===== src/logic/gpwd_pkg.sv =====
// constants, register map and carrier types for the gpio/watchdog config block
package gpwd_pkg;

	// ==========================================================
	// register indexes (byte address = index * 4)
	localparam logic [7:0] IDX_ACTIVATE = 8'h30; // function_activate
	localparam logic [7:0] IDX_BASE_HI = 8'h60; // io_base_high
	localparam logic [7:0] IDX_BASE_LO = 8'h61; // io_base_low
	localparam logic [7:0] IDX_A_DIR = 8'hE0; // port_a_direction
	localparam logic [7:0] IDX_A_VAL = 8'hE1; // port_a_value
	localparam logic [7:0] IDX_A_INV = 8'hE2; // port_a_invert
	localparam logic [7:0] IDX_A_STAT = 8'hE3; // port_a_edge_status
	localparam logic [7:0] IDX_B_DIR = 8'hE4; // port_b_direction
	localparam logic [7:0] IDX_B_VAL = 8'hE5; // port_b_value
	localparam logic [7:0] IDX_B_INV = 8'hE6; // port_b_invert
	localparam logic [7:0] IDX_B_STAT = 8'hE7; // port_b_edge_status
	localparam logic [7:0] IDX_WD_MODE = 8'hF5; // watchdog_mode_ctrl
	localparam logic [7:0] IDX_WD_COUNT = 8'hF6; // watchdog count / reload
	localparam logic [7:0] IDX_WD_STAT = 8'hF7; // watchdog time-out status
	localparam logic [7:0] IDX_IRQ_STAT = 8'hF8; // sticky event status
	localparam logic [7:0] IDX_IRQ_MASK = 8'hF9; // event mask

	// ==========================================================
	// reset values
	localparam logic [7:0] RST_ACTIVATE = 8'h02;
	localparam logic [7:0] RST_BASE = 8'h00;
	localparam logic [7:0] RST_DIR = 8'hFF;
	localparam logic [7:0] RST_A_VAL = 8'h00;
	localparam logic [7:0] RST_B_VAL = 8'h1F;
	localparam logic [7:0] RST_INV = 8'h00;
	localparam logic [7:0] RST_ZERO = 8'h00;

	// ==========================================================
	// field positions and writable masks
	localparam int ACT_WD_BIT = 0; // watchdog output and power led
	localparam int ACT_A_BIT = 1; // port a active
	localparam int ACT_B_BIT = 2; // port b active
	localparam logic [7:0] ACT_MASK = 8'h07;
	localparam int MODE_KEYBOARD_RESET_PIN_BIT = 1; // pulse keyboard reset on time-out
	localparam int MODE_KBC_BIT = 2; // controller reset edge raises time-out
	localparam int MODE_MIN_BIT = 3; // 0 seconds, 1 minutes
	localparam int MODE_FAST_BIT = 4; // unit divided by 1000
	localparam logic [7:0] MODE_MASK = 8'h1E;
	localparam int WDSTAT_BIT = 4; // time-out flag
	localparam logic [7:0] BASE_HI_MASK = 8'h0F;
	localparam logic [7:0] BASE_LO_MASK = 8'hFC; // 4-byte alignment
	localparam logic [11:0] BASE_MIN = 12'h100;
	localparam logic [11:0] BASE_MAX = 12'hFF8;
	localparam int IRQ_A_BIT = 0;
	localparam int IRQ_B_BIT = 1;
	localparam int IRQ_WD_BIT = 2;
	localparam logic [2:0] IRQ_MASK_BITS = 3'h7;

	// ==========================================================
	// timing
	localparam int CLK_PERIOD_NS = 20;
	localparam int MS_NS = 1000000; // one millisecond
	localparam int MS_CYCLES = MS_NS / CLK_PERIOD_NS;
	localparam int MS_PER_S = 1000;
	localparam int S_PER_MIN = 60;
	localparam int KEYBOARD_RESET_PIN_PULSE_NS = 1000; // least low time of reset pulse
	localparam int KEYBOARD_RESET_PIN_PULSE_CYCLES = (KEYBOARD_RESET_PIN_PULSE_NS + CLK_PERIOD_NS - 1) / CLK_PERIOD_NS;

	// ==========================================================
	// carriers
	typedef struct packed {
		logic cyc;
		logic stb;
		logic we;
		logic [31:0] adr;
		logic [3:0] sel;
		logic [31:0] dat;
	} gpwd_wb_req_t;

	typedef struct packed {
		logic fast;
		logic minute;
		logic kbc_trig;
		logic keyboard_reset_pin_en;
	} gpwd_wdmode_t;

endpackage


===== src/logic/gpwd_top.sv =====
// gpio ports, io base and watchdog mode configuration block, wishbone slave
`timescale 1ns/10ps
module gpwd_top
	import gpwd_pkg::*;
#(
	parameter int MS_TICK_CYCLES = MS_CYCLES // cycles per millisecond, shorten in simulation
) (
	// clock, reset, enable
	input wire logic clk_i,
	input wire logic rst_i,
	input wire logic ce_i,
	// wishbone slave
	input wire gpwd_wb_req_t wb_req_i,
	output logic [31:0] wb_dat_o,
	output logic wb_ack_o,
	// port a pins
	input wire logic [7:0] port_a_pins_i,
	output logic [7:0] port_a_pins_o,
	output logic [7:0] port_a_pins_oe_o,
	// port b pins
	input wire logic [7:0] port_b_pins_i,
	output logic [7:0] port_b_pins_o,
	output logic [7:0] port_b_pins_oe_o,
	// watchdog and keyboard signals
	input wire logic kbd_ctrl_reset_line_i,
	output logic watchdog_timeout_out_n_o,
	output logic keyboard_reset_pin_n_o,
	output logic power_led_o,
	// io base and interrupt
	output logic [11:0] io_base_o,
	output logic io_base_valid_o,
	output logic irq_o
);

	// ==========================================================
	// local sizes
	localparam int MSW = $clog2(MS_TICK_CYCLES + 1);
	localparam logic [MSW-1:0] MS_LAST = MSW'(MS_TICK_CYCLES - 1);
	localparam logic [9:0] SUB_LAST = 10'(MS_PER_S - 1);
	localparam logic [5:0] MIN_LAST = 6'(S_PER_MIN - 1);
	localparam logic [7:0] KB_LOAD = 8'(KEYBOARD_RESET_PIN_PULSE_CYCLES);

	// port read: inputs show pin through inversion, outputs show stored value
	function automatic logic [7:0] port_read(input logic [7:0] dir, input logic [7:0] val,
		input logic [7:0] inv, input logic [7:0] pin);
		port_read = (dir & (pin ^ inv)) | (~dir & val);
	endfunction

	// ==========================================================
	// state
	logic ack_reg, ack_next; // bus answer
	logic [7:0] rdat_reg, rdat_next; // captured read byte
	logic [7:0] act_reg, act_next; // activation
	logic [7:0] base_hi_reg, base_hi_next;
	logic [7:0] base_lo_reg, base_lo_next;
	logic [7:0] dir_reg [2], dir_next [2]; // index 0 port a, 1 port b
	logic [7:0] val_reg [2], val_next [2];
	logic [7:0] inv_reg [2], inv_next [2];
	logic [7:0] stat_reg [2], stat_next [2];
	logic [7:0] sync1_reg [2], sync1_next [2]; // first synchroniser stage
	logic [7:0] sync2_reg [2], sync2_next [2];
	logic [7:0] prev_reg [2], prev_next [2]; // previous synchronised sample
	gpwd_wdmode_t mode_reg, mode_next;
	logic [7:0] wdcnt_reg, wdcnt_next; // live counter
	logic wdstat_reg, wdstat_next;
	logic [MSW-1:0] ms_reg, ms_next; // cycles within a millisecond
	logic [9:0] sub_reg, sub_next; // milliseconds within a second
	logic [5:0] min_reg, min_next; // base units within a minute
	logic [7:0] kb_reg, kb_next; // keyboard reset pulse remaining
	logic kbc1_reg, kbc1_next, kbc2_reg, kbc2_next, kbc3_reg, kbc3_next;
	logic [2:0] irq_stat_reg, irq_stat_next;
	logic [2:0] irq_mask_reg, irq_mask_next;

	// ==========================================================
	// decode and events
	logic acc, wr_hit, rd_hit, mapped;
	logic [7:0] idx, wdat, rd_byte;
	logic [7:0] edge_v [2];
	logic [7:0] pin_v [2];
	logic ms_tick, sec_tick, base_tick, unit_tick, kbc_rise, timeout_evt, cnt_load;

	assign pin_v[0] = port_a_pins_i;
	assign pin_v[1] = port_b_pins_i;
	assign idx = wb_req_i.adr[9:2];
	assign wdat = wb_req_i.dat[7:0];
	assign acc = wb_req_i.cyc & wb_req_i.stb;
	// writes land on the edge where the master sees ack
	assign wr_hit = acc & ack_reg & wb_req_i.we & wb_req_i.sel[0];
	assign rd_hit = acc & ack_reg & ~wb_req_i.we;

	// read mux; unmapped indexes read zero, reserved bits zero
	always_comb begin
		rd_byte = 8'h00;
		mapped = (wb_req_i.adr[31:10] == 22'h0);
		case (idx)
			IDX_ACTIVATE: rd_byte = act_reg & ACT_MASK;
			IDX_BASE_HI: rd_byte = base_hi_reg;
			IDX_BASE_LO: rd_byte = base_lo_reg;
			IDX_A_DIR: rd_byte = dir_reg[0];
			IDX_A_VAL: rd_byte = port_read(dir_reg[0], val_reg[0], inv_reg[0], sync2_reg[0]);
			IDX_A_INV: rd_byte = inv_reg[0];
			IDX_A_STAT: rd_byte = stat_reg[0];
			IDX_B_DIR: rd_byte = dir_reg[1];
			IDX_B_VAL: rd_byte = port_read(dir_reg[1], val_reg[1], inv_reg[1], sync2_reg[1]);
			IDX_B_INV: rd_byte = inv_reg[1];
			IDX_B_STAT: rd_byte = stat_reg[1];
			IDX_WD_MODE: rd_byte = {3'h0, mode_reg, 1'b0};
			IDX_WD_COUNT: rd_byte = wdcnt_reg;
			IDX_WD_STAT: rd_byte = {3'h0, wdstat_reg, 4'h0};
			IDX_IRQ_STAT: rd_byte = {5'h00, irq_stat_reg};
			IDX_IRQ_MASK: rd_byte = {5'h00, irq_mask_reg};
			default: rd_byte = 8'h00;
		endcase
		if (!mapped) begin
			rd_byte = 8'h00;
		end
	end

	// ==========================================================
	// bus answer: ack one cycle after request, dropped the cycle after
	always_comb begin
		ack_next = acc & ~ack_reg;
		rdat_next = rdat_reg;
		if (acc && !ack_reg) begin
			rdat_next = rd_byte; // snapshot, held while ack is high
		end
	end

	always_ff @(posedge clk_i) begin
		if (rst_i) begin
			ack_reg <= 1'b0;
			rdat_reg <= 8'h00;
		end else if (ce_i) begin
			ack_reg <= ack_next;
			rdat_reg <= rdat_next;
		end
	end

	// ==========================================================
	// configuration registers
	always_comb begin
		act_next = act_reg;
		base_hi_next = base_hi_reg;
		base_lo_next = base_lo_reg;
		mode_next = mode_reg;
		irq_mask_next = irq_mask_reg;
		if (wr_hit && mapped) begin
			case (idx)
				IDX_ACTIVATE: act_next = wdat & ACT_MASK;
				IDX_BASE_HI: base_hi_next = wdat & BASE_HI_MASK;
				IDX_BASE_LO: base_lo_next = wdat & BASE_LO_MASK;
				IDX_WD_MODE: begin
					// bit 0 and bits 7..5 are not stored
					mode_next = gpwd_wdmode_t'(wdat[4:1]);
				end
				IDX_IRQ_MASK: irq_mask_next = wdat[2:0] & IRQ_MASK_BITS;
				default: act_next = act_reg;
			endcase
		end
	end

	always_ff @(posedge clk_i) begin
		if (rst_i) begin
			act_reg <= RST_ACTIVATE;
			base_hi_reg <= RST_BASE;
			base_lo_reg <= RST_BASE;
			mode_reg <= gpwd_wdmode_t'(4'h0);
			irq_mask_reg <= 3'h0;
		end else if (ce_i) begin
			act_reg <= act_next;
			base_hi_reg <= base_hi_next;
			base_lo_reg <= base_lo_next;
			mode_reg <= mode_next;
			irq_mask_reg <= irq_mask_next;
		end
	end

	// ==========================================================
	// gpio ports: sync, edges, direction, data, inversion, status
	always_comb begin
		for (int p = 0; p < 2; p++) begin
			sync1_next[p] = pin_v[p];
			sync2_next[p] = sync1_reg[p]; // first stage read here only
			prev_next[p] = sync2_reg[p];
			edge_v[p] = sync2_reg[p] ^ prev_reg[p]; // rising or falling
			dir_next[p] = dir_reg[p];
			val_next[p] = val_reg[p];
			inv_next[p] = inv_reg[p];
			stat_next[p] = stat_reg[p];
			if (wr_hit && mapped && idx == (p == 0 ? IDX_A_DIR : IDX_B_DIR)) begin
				dir_next[p] = wdat;
			end
			if (wr_hit && mapped && idx == (p == 0 ? IDX_A_VAL : IDX_B_VAL)) begin
				// input bits keep their old content
				val_next[p] = (val_reg[p] & dir_reg[p]) | (wdat & ~dir_reg[p]);
			end
			if (wr_hit && mapped && idx == (p == 0 ? IDX_A_INV : IDX_B_INV)) begin
				inv_next[p] = wdat;
			end
			// clear only what the read returned, so a fresh edge is not lost
			if (rd_hit && mapped && idx == (p == 0 ? IDX_A_STAT : IDX_B_STAT)) begin
				stat_next[p] = stat_reg[p] & ~rdat_reg;
			end
			stat_next[p] = stat_next[p] | edge_v[p]; // set wins
		end
	end

	always_ff @(posedge clk_i) begin
		if (rst_i) begin
			for (int p = 0; p < 2; p++) begin
				sync1_reg[p] <= pin_v[p]; // start at the pin level, no false edge
				sync2_reg[p] <= pin_v[p];
				prev_reg[p] <= pin_v[p];
				dir_reg[p] <= RST_DIR;
				inv_reg[p] <= RST_INV;
				stat_reg[p] <= RST_ZERO;
			end
			val_reg[0] <= RST_A_VAL;
			val_reg[1] <= RST_B_VAL;
		end else if (ce_i) begin
			sync1_reg <= sync1_next;
			sync2_reg <= sync2_next;
			prev_reg <= prev_next;
			dir_reg <= dir_next;
			val_reg <= val_next;
			inv_reg <= inv_next;
			stat_reg <= stat_next;
		end
	end

	// ==========================================================
	// watchdog time base
	assign ms_tick = (ms_reg == MS_LAST);
	assign sec_tick = ms_tick & (sub_reg == SUB_LAST);
	assign base_tick = mode_reg.fast ? ms_tick : sec_tick;
	assign unit_tick = mode_reg.minute ? (base_tick & (min_reg == MIN_LAST)) : base_tick;
	assign kbc_rise = kbc2_reg & ~kbc3_reg;
	assign cnt_load = wr_hit & mapped & (idx == IDX_WD_COUNT); // count register write
	// expiry, or the controller reset edge; a reload in the expiry cycle still rescues
	assign timeout_evt = (unit_tick & (wdcnt_reg == 8'h01) & ~cnt_load)
		| (mode_reg.kbc_trig & kbc_rise);

	// prescalers restart on every load so the first unit is whole
	always_comb begin
		ms_next = ms_tick ? '0 : MSW'(ms_reg + 1'b1);
		sub_next = sub_reg;
		min_next = min_reg;
		if (ms_tick) begin
			sub_next = (sub_reg == SUB_LAST) ? 10'h000 : 10'(sub_reg + 1'b1);
		end
		if (base_tick) begin
			min_next = (min_reg == MIN_LAST) ? 6'h00 : 6'(min_reg + 1'b1);
		end
		if (cnt_load) begin
			ms_next = '0;
			sub_next = 10'h000;
			min_next = 6'h00;
		end
	end

	// counter, status flag, keyboard reset pulse
	always_comb begin
		kbc1_next = kbd_ctrl_reset_line_i;
		kbc2_next = kbc1_reg;
		kbc3_next = kbc2_reg;
		wdcnt_next = wdcnt_reg;
		if (cnt_load) begin
			wdcnt_next = wdat; // zero leaves it stopped
		end else if (unit_tick && wdcnt_reg != 8'h00) begin
			wdcnt_next = 8'(wdcnt_reg - 1'b1);
		end
		wdstat_next = wdstat_reg;
		if (wr_hit && mapped && idx == IDX_WD_STAT && !wdat[WDSTAT_BIT]) begin
			wdstat_next = 1'b0;
		end
		wdstat_next = wdstat_next | timeout_evt; // set wins
		kb_next = (kb_reg != 8'h00) ? 8'(kb_reg - 1'b1) : 8'h00;
		if (timeout_evt && mode_reg.keyboard_reset_pin_en) begin
			kb_next = KB_LOAD;
		end
	end

	always_ff @(posedge clk_i) begin
		if (rst_i) begin
			ms_reg <= '0;
			sub_reg <= 10'h000;
			min_reg <= 6'h00;
			kbc1_reg <= 1'b0;
			kbc2_reg <= 1'b0;
			kbc3_reg <= 1'b0;
			wdcnt_reg <= RST_ZERO;
			wdstat_reg <= 1'b0;
			kb_reg <= 8'h00;
		end else if (ce_i) begin
			ms_reg <= ms_next;
			sub_reg <= sub_next;
			min_reg <= min_next;
			kbc1_reg <= kbc1_next;
			kbc2_reg <= kbc2_next;
			kbc3_reg <= kbc3_next;
			wdcnt_reg <= wdcnt_next;
			wdstat_reg <= wdstat_next;
			kb_reg <= kb_next;
		end
	end

	// ==========================================================
	// interrupt status: write one to clear, a new event wins
	always_comb begin
		irq_stat_next = irq_stat_reg;
		if (wr_hit && mapped && idx == IDX_IRQ_STAT) begin
			irq_stat_next = irq_stat_reg & ~wdat[2:0];
		end
		irq_stat_next[IRQ_A_BIT] = irq_stat_next[IRQ_A_BIT] | (|edge_v[0]);
		irq_stat_next[IRQ_B_BIT] = irq_stat_next[IRQ_B_BIT] | (|edge_v[1]);
		irq_stat_next[IRQ_WD_BIT] = irq_stat_next[IRQ_WD_BIT] | timeout_evt;
	end

	always_ff @(posedge clk_i) begin
		if (rst_i) begin
			irq_stat_reg <= 3'h0;
		end else if (ce_i) begin
			irq_stat_reg <= irq_stat_next;
		end
	end

	// ==========================================================
	// outputs
	assign wb_ack_o = ack_reg;
	assign wb_dat_o = {24'h000000, rdat_reg};
	// inactive ports float every pin
	assign port_a_pins_o = val_reg[0] ^ inv_reg[0];
	assign port_b_pins_o = val_reg[1] ^ inv_reg[1];
	assign port_a_pins_oe_o = act_reg[ACT_A_BIT] ? ~dir_reg[0] : 8'h00;
	assign port_b_pins_oe_o = act_reg[ACT_B_BIT] ? ~dir_reg[1] : 8'h00;
	assign watchdog_timeout_out_n_o = ~(act_reg[ACT_WD_BIT] & wdstat_reg);
	assign power_led_o = act_reg[ACT_WD_BIT];
	assign keyboard_reset_pin_n_o = (kb_reg == 8'h00);
	assign io_base_o = {base_hi_reg[3:0], base_lo_reg};
	assign io_base_valid_o = (io_base_o >= BASE_MIN) && (io_base_o <= BASE_MAX);
	assign irq_o = |(irq_stat_reg & irq_mask_reg);

endmodule


===== config.mk =====
export PLATFORM = sky130hd
export DESIGN_NAME = gpwd_top
export DESIGN_NICKNAME = d
export VERILOG_FILES = /design/src/logic/gpwd_pkg.sv /design/src/logic/gpwd_top.sv
export SDC_FILE = /design/constraint.sdc
export NUM_CORES = 1
export LEC_CHECK = 0
export BUFFER_PORTS_ARGS = -buffer_cell sky130_fd_sc_hd__buf_2
export CAP_MARGIN = 20
export CORE_ASPECT_RATIO = 0.7
export CORE_UTILIZATION = 50
export CTS_CLUSTER_SIZE = 14
export DETAILED_ROUTE_END_ITERATION = 16
export GPL_TIMING_DRIVEN = 0
export PLACE_DENSITY = 0.74
export SLEW_MARGIN = 10
export SYNTH_ARGS = -nofsm -noshare
export SYNTH_HDL_FRONTEND = slang
export SYNTH_SLANG_ARGS = --single-unit

===== constraint.sdc =====
create_clock -name clk_i -period 2.1 [get_ports clk_i]
set_input_delay 0.21 -clock clk_i [delete_from_list [all_inputs] [get_ports clk_i]]
set_output_delay 0.21 -clock clk_i [all_outputs]
set_load 0.02 [all_outputs]

==> out/metrics.cfg <==
[outcome]
status=finished with violations
violations=setup timing

[synthesis]
synth_seq_cells=196
synth_edf_count=48
yosysUniqueCellTypes=79
synth_area_leaders=dfxtp_1 29%, edfxtp_1 14%, o21ai_0 5.0%
synthCells=1149
ys_seq_area_frac=0.435
netlist.area_leader.share=0.293
ys.warnings.count=0
synth_flop_cell=dfxtp_1
synth-async-reset-ratio=0
yosys.area.top_type=dfxtp_1
synth.avg_cell_area_um2=8.81
netlist_area_um2=10100

[route]
first_iter_violations=1387
first_pass_iters=6
vias_per_cell=5.88
vias=9684
final_antenna_net_count=0
wire_per_inst_um=20.6
drt_wl_total_um=33900
drcViolationCount=0

[pwr]
peakVddDrop_mv=0.476
leakagePower_nw=5.19
p_per_area_nw_per_um2=674

[clock_tree]
clockBufferDepth=2
clkSinkCount=196
numCtsBuffers=17
clkTransAtPathRegs_ps=80
cts_tree=built
cts_root_buf=clkbuf_16
worstSkewPairLatency_ps=450
h-tree-depth=4

[sta]
skew_ps=9.77
setup_viol=77
slew_viol_final=0
setup_slack_ps=-345
worst_pin_slew_ps=1080
tns_ps=-13580
hold_viol=0
slew_headroom=0.279
period_needed_ps=2450
fin_crit_sh=1.16
fmax_ghz=0.409
rsz0062_at_grt=yes

[placement]
placed_area_um2=11300
routabilityCongestion=1.05
dp_cells=1555
port_buffers=110
pre_cts_ws_ps=-873
dp_hpwl_um=24100

[cells_and_area]
nets=1461
fill_cells=1658
final_core_util=0.651
drive_above_1_share=0.255
stdcell_count=1646
antenna_cells=0
syn2layout_area_growth_pct=27.3
fin_area_um2=12900

[worst_setup_path]
cp_slowest_cell=or4_4
crit_top_cell=or4b_4
cpPeakStageDelay_ps=640
worstPathRequired_ps=2480
critPathBufInv=0
cp-start-kind=register
critPathMaxFanout=5
crit_family=simple AND/OR/NAND/NOR gates
end_kind=register
critPathKind=register to register
crit_chain=or4b_4, or4_4, o41ai_4, nand2_2, or4b_4, a21oi_2
arrival_ps=2830

[die]
die_w_um=172
start_util=0.511
row_count=43
core-area_um2=19800
io_pins=173
die_y_um=121
die_area_um2=20800

[global_route]
grt_use_total=0.324
antenna_found_initial=0
grt_pass1_vias=8470
grt_pass1_wl_um=49700
grt_overflow=0
grt_max_degree=29

[job]
max_cap_violations=0

[worst_hold_path]
min_path_type=primary input to register

## metal layers
metal,vias to the layer above,GRT usage,part of all wire
met5,-,0,0
met4,0,0.103,0.028
met3,65,0.0763,0.13
met2,623,0.453,0.41
met1,4532,0.485,0.43
li1,4464,-,-
## layout by cell type (no fill, tap or decap), types with 7 or more instances in the layout
master | Yosys | layout
xor2_1 | 39 | 39
nor2b_1 | 19 | 19
nand3b_1 | 12 | 12
a21oi_2 | 0 | 16
buf_4 | 27 | 57
buf_6 | 0 | 13
nand2_2 | 1 | 15
nor3b_1 | 14 | 14
dfxtp_2 | 0 | 8
nand2b_1 | 21 | 21
dlygate4sd3_1 | 0 | 16
and3_1 | 7 | 7
conb_1 | 1 | 26
o21ai_1 | 2 | 13
o21ai_0 | 102 | 81
buf_2 | 4 | 112
nand2_1 | 123 | 100
dfxtp_1 | 148 | 139
nor4_4 | 2 | 8
clkbuf_16 | 0 | 17
xnor2_1 | 32 | 32
nor2_1 | 91 | 87
a21oi_1 | 70 | 53
a22oi_1 | 11 | 10
ha_1 | 7 | 7
nor3_1 | 22 | 16
o21ai_2 | 1 | 10
nand2_4 | 0 | 9
a22o_1 | 7 | 7
nand4_1 | 21 | 21
clkbuf_1 | 43 | 38
nor4_1 | 15 | 8
nand3_1 | 26 | 25
edfxtp_1 | 48 | 48
inv_1 | 59 | 58
mux2i_1 | 45 | 44
## cell type report
class / count / area, um^2 / area share
multi-input cells: 838 / 5700 / 0.442
well taps: 270 / 338 / 0.0262
inverters: 59 / 221 / 0.0172
clock inverters: 15 / 171 / 0.0133
repair buffers: 171 / 1150 / 0.0890
clock buffers: 17 / 425 / 0.0330
plain buffers: 80 / 462 / 0.0358
flip-flops and latches: 196 / 4420 / 0.343
## worst paths after layout
check	from	cells after the start	end	slack, ps
worst max register to register	ms_reg[11]	6	sub_reg[2]	-350
worst max-delay path	ms_reg[11]	6	sub_reg[2]	-350
worst min register to register	sub_reg[8]	1	sub_reg[8]	460
worst min-delay path	kbd_ctrl_reset_line_i	3	kbc1_reg	60
## Yosys cell counts (6+ instances only)
cell,count
and2_1,7
nand2b_1,21
mux2i_1,45
a211oi_1,6
nand2_1,123
clkbuf_1,43
and4_1,6
a222oi_1,6
nand4_1,21
nand3_1,26
xor2_1,39
ha_1,7
a22o_1,7
a21oi_1,70
nor2_1,91
o21ai_0,102
nand3b_1,12
nor4_1,15
xnor2_1,32
and3_1,7
nor2b_1,19
inv_1,59
edfxtp_1,48
nor3_1,22
buf_1,6
dfxtp_1,148
a22oi_1,11
buf_4,27
or3_1,8
nor3b_1,14
a221oi_1,6
## cell families after synthesis
family / after synthesis / synth area share
AO/OA/AOI/OAI: 256 / 0.155
XOR/XNOR: 71 / 0.0615
adder cells (fa/ha/maj): 7 / 0.00866
buffers and inverters: 140 / 0.0626
flip-flops: 196 / 0.435
multiplexers: 49 / 0.0490
other: 1 / 0.000371
AND/OR/NAND/NOR: 429 / 0.227
## report_power, final
part	leakage [nW]	internal, mW	switching, mW
registers	1.70	4.06	0.190
logic	3.20	0.470	0.644
clock network	0.292	1.61	1.70
total	5.19	6.14	2.54
## metrics by stage
stage	power (mW)	hold slack, ps
6_report	8.68	55.2
5_1_grt	8.97	68.5
4_1_cts	8.62	58.4
3_5_place_dp	5.29	405
3_3_place_gp	5.26	401
2_1_floorplan	4.95	309
## tightest hold or removal path: stages
cell     delay (ps)
buf_2            90
mux2i_1          60
nor2_1           90
## timing repair
item,4_1_cts,5_1_grt
endpoints found under the setup margin,126,125
resized for setup,86,70
gates cloned,1,0
pin swaps,55,55
buffers inserted,29,17
hold buffers,16,0
hold endpoints to repair,16,0
Power figures use the tool's default switching activity.
